File: config.mk
export PLATFORM = sky130hd
export DESIGN_NAME = psx_translator
export DESIGN_NICKNAME = d
export VERILOG_FILES = /design/src/core/psx_pkg.sv /design/src/core/psx_translator.sv /design/src/core/psx_byte_enable.sv /design/src/core/psx_idsel_decode.sv
export SDC_FILE = /design/constraint.sdc
export NUM_CORES = 1
export LEC_CHECK = 0
export ABC_AREA = 1
export BUFFER_PORTS_ARGS = -buffer_cell sky130_fd_sc_hd__buf_2
export CAP_MARGIN = 20
export CORE_AREA = 2 2 72 74
export DETAILED_ROUTE_END_ITERATION = 8
export DIE_AREA = 0 0 74 76
export GPL_TIMING_DRIVEN = 0
export MAX_ROUTING_LAYER = met4
export PLACE_DENSITY = 0.82
export SYNTH_ARGS = -nofsm -noshare
export SYNTH_HDL_FRONTEND = slang
export SYNTH_HIERARCHICAL = 1
export SYNTH_SLANG_ARGS = --single-unit
File: constraint.sdc
create_clock -name i_ref_clk -period 1 [get_ports i_ref_clk]
set_input_delay 0.15 -clock i_ref_clk [delete_from_list [all_inputs] [get_ports i_ref_clk]]
set_output_delay 0.15 -clock i_ref_clk [all_outputs]
set_load 0.02 [all_outputs]
File: src/core/psx_pkg.sv
package psx_pkg;
    // System address layout
    localparam int SYS_AW          = 34;
    localparam int SPACE_HI        = 33;
    localparam int SPACE_LO        = 29;
    localparam logic [4:0] SPACE_SPARSE_IO = 5'h0E;
    localparam logic [4:0] SPACE_CONFIG    = 5'h0F;
    // Sparse I/O fields
    localparam int QW_HI           = 28;
    localparam int QW_LO           = 8;
    localparam int EXT_SEL_HI      = 28;
    localparam int EXT_SEL_LO      = 23;
    localparam int LANE_HI_BIT     = 7;
    localparam int OFS_HI          = 6;
    localparam int OFS_LO          = 5;
    localparam int LEN_HI          = 4;
    localparam int LEN_LO          = 3;
    localparam logic [7:0] FIXED_ZERO_EXTENSION = 8'h00;
    // Configuration fields
    localparam int BUS_HI          = 28;
    localparam int BUS_LO          = 21;
    localparam int DEV_HI          = 20;
    localparam int DEV_LO          = 16;
    localparam int FUNC_HI         = 15;
    localparam int FUNC_LO         = 13;
    localparam int REG_HI          = 12;
    localparam int REG_LO          = 7;
    localparam logic [4:0] MAX_PRIMARY_DEV = 5'h14;
    localparam int IDSEL_W         = 21;
    localparam logic [1:0] CFG_TYPE_PRIMARY   = 2'h0;
    localparam logic [1:0] CFG_TYPE_SECONDARY = 2'h1;
    // Length encodings
    localparam logic [1:0] LEN_BYTE    = 2'h0;
    localparam logic [1:0] LEN_WORD    = 2'h1;
    localparam logic [1:0] LEN_TRIBYTE = 2'h2;
    localparam logic [1:0] LEN_LONG    = 2'h3;
    // PCI commands
    localparam logic [3:0] CMD_IO_READ   = 4'h2;
    localparam logic [3:0] CMD_IO_WRITE  = 4'h3;
    localparam logic [3:0] CMD_CFG_READ  = 4'hA;
    localparam logic [3:0] CMD_CFG_WRITE = 4'hB;
    localparam logic [3:0] CMD_NONE      = 4'h0;
endpackage

File: src/core/psx_translator.sv
`timescale 1ns/1ps
module psx_translator
    import psx_pkg::*;
(
    // Clock and reset
    input  wire logic              i_ref_clk,
    input  wire logic              i_nrst,
    // Host request
    input  wire logic              i_req_valid,
    input  wire logic              i_req_write,
    input  wire logic [SYS_AW-1:0] i_req_addr,
    // Extension register value
    input  wire logic [7:0]        i_io_config_extension_register,
    // PCI address phase
    output logic                   o_hit,
    output logic                   o_addr_valid,
    output logic [3:0]             o_cmd,
    output logic [31:0]            o_ad,
    output logic [3:0]             o_be_n,
    output logic                   o_burst2,
    output logic                   o_illegal,
    output logic                   o_is_config
);
    typedef struct packed {
        logic        valid;
        logic [3:0]  cmd;
        logic [31:0] ad;
        logic [3:0]  be_n;
        logic        burst2;
        logic        illegal;
        logic        is_config;
    } psx_state_s;

    psx_state_s state_q;
    psx_state_s state_d;

    logic [4:0]         space;
    logic               sel_io;
    logic               sel_cfg;
    logic [3:0]         be_n;
    logic [2:0]         ad_low;
    logic               len_illegal;
    logic               quad;
    logic [IDSEL_W-1:0] idsel;
    logic [7:0]         io_high;

    assign space   = i_req_addr[SPACE_HI:SPACE_LO];
    assign sel_io  = (space == SPACE_SPARSE_IO);
    assign sel_cfg = (space == SPACE_CONFIG);
    assign o_hit   = i_req_valid & (sel_io | sel_cfg);

    // Selects fixed zero only for the lowest region
    assign io_high = (i_req_addr[EXT_SEL_HI:EXT_SEL_LO] == '0)
                   ? FIXED_ZERO_EXTENSION
                   : i_io_config_extension_register;

    psx_byte_enable u_byte_enable (
        .i_len     (i_req_addr[LEN_HI:LEN_LO]),
        .i_ofs     (i_req_addr[OFS_HI:OFS_LO]),
        .i_lane_hi (i_req_addr[LANE_HI_BIT]),
        .o_be_n    (be_n),
        .o_ad_low  (ad_low),
        .o_illegal (len_illegal),
        .o_quad    (quad)
    );

    psx_idsel_decode u_idsel_decode (
        .i_dev   (i_req_addr[DEV_HI:DEV_LO]),
        .o_idsel (idsel)
    );

    always_comb
    begin
        state_d       = '0;
        state_d.cmd   = CMD_NONE;
        state_d.be_n  = 4'hF;
        if (i_req_valid && sel_io)
        begin
            state_d.valid   = 1'b1;
            state_d.cmd     = i_req_write ? CMD_IO_WRITE : CMD_IO_READ;
            state_d.ad      = {io_high, i_req_addr[QW_HI:QW_LO], ad_low};
            state_d.be_n    = be_n;
            state_d.burst2  = quad;
            // Illegal combinations still run; only flagged
            state_d.illegal = len_illegal;
        end
        else if (i_req_valid && sel_cfg)
        begin
            state_d.valid     = 1'b1;
            state_d.is_config = 1'b1;
            state_d.cmd       = i_req_write ? CMD_CFG_WRITE : CMD_CFG_READ;
            state_d.be_n      = be_n;
            state_d.illegal   = len_illegal;
            state_d.ad[10:8]  = i_req_addr[FUNC_HI:FUNC_LO];
            state_d.ad[7:2]   = i_req_addr[REG_HI:REG_LO];
            state_d.ad[1:0]   = i_io_config_extension_register[1:0];
            if (i_io_config_extension_register[1:0] == CFG_TYPE_PRIMARY)
            begin
                // Bus number bits are not used here
                state_d.ad[31:11] = idsel;
            end
            else
            begin
                state_d.ad[31:24] = 8'h00;
                state_d.ad[23:16] = i_req_addr[BUS_HI:BUS_LO];
                state_d.ad[15:11] = i_req_addr[DEV_HI:DEV_LO];
            end
        end
    end

    always_ff @(posedge i_ref_clk or negedge i_nrst)
    begin
        if (!i_nrst)
        begin
            state_q      <= '0;
            state_q.be_n <= 4'hF;
        end
        else
        begin
            state_q <= state_d;
        end
    end

    assign o_addr_valid = state_q.valid;
    assign o_cmd        = state_q.cmd;
    assign o_ad         = state_q.ad;
    assign o_be_n       = state_q.be_n;
    assign o_burst2     = state_q.burst2;
    assign o_illegal    = state_q.illegal;
    assign o_is_config  = state_q.is_config;
endmodule

File: src/core/psx_byte_enable.sv
`timescale 1ns/1ps
module psx_byte_enable
    import psx_pkg::*;
(
    // Length and offset
    input  wire logic [1:0] i_len,
    input  wire logic [1:0] i_ofs,
    input  wire logic       i_lane_hi,
    // Result
    output logic [3:0]      o_be_n,
    output logic [2:0]      o_ad_low,
    output logic            o_illegal,
    output logic            o_quad
);
    always_comb
    begin
        o_be_n    = 4'h0;
        o_illegal = 1'b0;
        o_quad    = 1'b0;
        o_ad_low  = {i_lane_hi, i_ofs};
        unique case (i_len)
            LEN_BYTE:    o_be_n = ~(4'h1 << i_ofs);
            LEN_WORD:
            begin
                o_be_n    = ~(4'h3 << i_ofs);
                o_illegal = (i_ofs == 2'h3);
            end
            LEN_TRIBYTE:
            begin
                o_be_n    = ~(4'h7 << i_ofs);
                o_illegal = i_ofs[1];
            end
            LEN_LONG:
            begin
                o_be_n = 4'h0;
                if (i_ofs == 2'h3)
                begin
                    o_quad   = 1'b1;
                    o_ad_low = 3'h0;
                end
                else
                begin
                    o_illegal = (i_ofs != 2'h0);
                end
            end
        endcase
    end
endmodule

File: src/core/psx_idsel_decode.sv
`timescale 1ns/1ps
module psx_idsel_decode
    import psx_pkg::*;
(
    // Device number
    input  wire logic [4:0]         i_dev,
    // One-hot select lines ad[31:11]; all zero for device numbers above 20
    output logic [IDSEL_W-1:0]      o_idsel
);
    always_comb
    begin
        o_idsel = '0;
        if (i_dev <= MAX_PRIMARY_DEV)
        begin
            o_idsel[i_dev] = 1'b1;
        end
    end
endmodule

==> metrics.csv <==
stage;metric;value;unit
outcome;status;finished with violations;
outcome;failing checks;hold timing, setup timing;
clocking;CTS Sinks;41;
detailed_routing;DR vias;2130;
sta;slew of the pin with the lowest slew margin;0.881;ns
clocking;Clock Path Buffers;2;
cells_and_area;antenna fix cells;0;
synth;Post-synth EDFFs;0;
synth;most instantiated cells after synthesis;nand2_1 (60), inv_1 (39), dfrtp_1 (37), nor2_1 (37), nand3_1 (25);
cells_and_area;footprint of the multi-input gates;955;sq um
worst_setup_path;CP max stage delay;0.54;ns
global_routing;vias in the first global route;1957;
global_routing;All-Layer GR Usage;19.5;%
cells_and_area;register area;0.00103;sq mm
synth;Avg Inst Size Synth;8.05;sq um
synth;Mapped Area;0.00224;sq mm
cells_and_area;Layout Utilization;61.7;%
detailed_routing;Via density;4.80;
sta;RSZ-0062 raised after global routing;true;
detailed_routing;WL final;5.22;mm
sta;Tmin final;1.11;ns
synth;Seq/Total Area, Yosys;46.1;%
worst_setup_path;CP delay by family, top;flip-flops;
synth;ranking of synthesized cells by area;dfrtp_1 (41%), nand2_1 (10%), inv_1 (6.5%), nor2_1 (6.2%), nand3_1 (5.6%);
global_routing;initial antenna violation count;0;
hold_path;hold crit path type;in -> async;
detailed_routing;DRT Pass-1 Iters;4;
detailed_routing;DR WL/cell;11.8;um
worst_setup_path;critical path class;reg -> out;
die;die height;76;um
synth;Netlist cell types;28;
sta;Final Hold Fails;37;
worst_setup_path;CP Cell Sequence;buf_6;
synth;asr flop ratio synth;100;%
synth;Syn Inst Count;278;
placed_design;Final HPWL DP;3.86;mm
worst_setup_path;crit path max-delay cell type;dfstp_2;
power_and_ir_drop;Pwr Density;1080;mW/mm^2
synth;top-count cell post-synth;nand2_1;
power_and_ir_drop;Power Total;3.27;mW
worst_setup_path;critical path capture point type;output pin;
sta;fin. max-slew vios;0;
detailed_routing;post-route ant nets;0;
worst_setup_path;CP Data Required Time;0.85;ns
synth;Net Count, Synth;331;
global_routing;largest net degree at the start of global routing;42;
synth;Most used DFF post-synth;dfrtp_1;
placed_design;post-place setup slack;-0.287;ns
sta;PnR worst setup slack;-0.106;ns
worst_setup_path;CP Launch Type;register;
global_routing;first-pass GRT wire length;8.42;mm
power_and_ir_drop;Peak supply drop;0.511;mV
clocking;TritonCTS Buffers;5;
clocking;Worst-path clk slew;0.09;ns
die;die area;0.00562;sq mm
cells_and_area;Syn-to-layout area delta;35.4;%
synth;post-synth top area cell;dfrtp_1;
worst_setup_path;CP max FO;1;
synth;Synth top area share;41.4;%
die;Die W;74;um
run;MaxCap Viol Count;0;
die;core region area;0.00491;sq mm
cells_and_area;nets;426;
power_and_ir_drop;P_leak;1.72;nW
clocking;Clk Tree Root Cell;clkbuf_8;
placed_design;GP Congestion;0.857;
worst_setup_path;crit path buf inv count;1;
synth;Yosys warning count;6;
die;Initial Util;45.5;%
sta;final period utilization;111;%
detailed_routing;drt first-iter violations;125;
worst_setup_path;Critical Path Stages;1;
clocking;H-tree depth;2;
placed_design;Port-buffer cells;85;
global_routing;global route overflow;0;
synth;Yosys reg bits;41;
sta;WHS;-0.0333;ns
cells_and_area;share of cells above drive strength 1;37.2;%
die;Core Rows;26;
die;# IOs;91;
sta;slew margin rel.;41.2;%
detailed_routing;drc violations;0;
sta;fmax;0.904;GHz
cells_and_area;filler instances;439;
clocking;CTS tree;yes;
sta;endpoints failing setup;7;
worst_setup_path;WP data arrival;0.96;ns
timing repair:
item	4_1_cts	5_1_grt
endpoints found under the hold margin	18	0
buffers inserted	1	3
pin swaps	0	1
gates resized for setup	21	31
endpoints found under the setup margin	7	25
gates cloned	0	0
logic make-up after synthesis:
kind of cell / synth area share [%]
other cells: 0.168
simple gates: 30.5
buf+inv: 11.9
compound gates: 7.44
flops: 46.1
fa+ha+maj: 3.91
routing by layer:
layer,vias to the layer above,track usage [%],routed length [um]
met5,-,-,0
li1,1046,-,-
met3,15,4.37,356
met1,973,22.7,2020
met4,0,9.09,159
met2,96,31.3,2690
area by class of cell:
class,count,share of cell area [%]
Sequential cell,41,34.0
Multi-Input combinational cell,182,31.5
Timing Repair Buffer,89,19.6
Inverter,42,5.29
Buffer,12,3.59
Tap cell,70,2.89
Clock buffer,5,2.27
Clock inverter,3,0.826
flip-flops by register name, summed over array words and instances (netlist names):
name       flops
o_ad          32
o_illegal      1
o_burst2       1
o_be_n         4
o_cmd          3
per-stage QoR:
stage	TNS [ns]	cells	instance area (sq um)
2_1_floorplan	0	278	2240
5_1_grt	-0.861	444	3030
4_1_cts	-0.632	442	2920
3_3_place_gp	-4.14	433	2750
6_report	-0.574	444	3030
3_5_place_dp	-4.81	433	2750
final timing paths:
| check | start | to | slack [ns] |
|---|---|---|---|
| min in group i_ref_clk | i_req_addr[13] | o_ad[8] | 0.05 |
| hold / removal | i_nrst | o_ad[16] | -0.03 |
| setup / recovery | o_be_n[2] | o_be_n[2] | -0.11 |
| max in group asynchronous | i_nrst | o_ad[31] | 0.49 |
cell usage in the layout (no fill, tap or decap), types with 7 or more instances in the layout:
master	n
nand3_1	25
buf_2	66
dfrtp_1	37
o21ai_2	7
nor2_1	37
o21ai_0	15
inv_1	38
ha_1	7
buf_6	28
nand2_1	59
nand4_1	8
power breakdown:
part	total, mW	switching [mW]	internal (mW)
Combinational	0.470	0.296	0.174
Sequential	1.68	0.00553	1.67
Clock	1.12	0.616	0.503
Note: power is estimated with default switching activity, not from simulation.
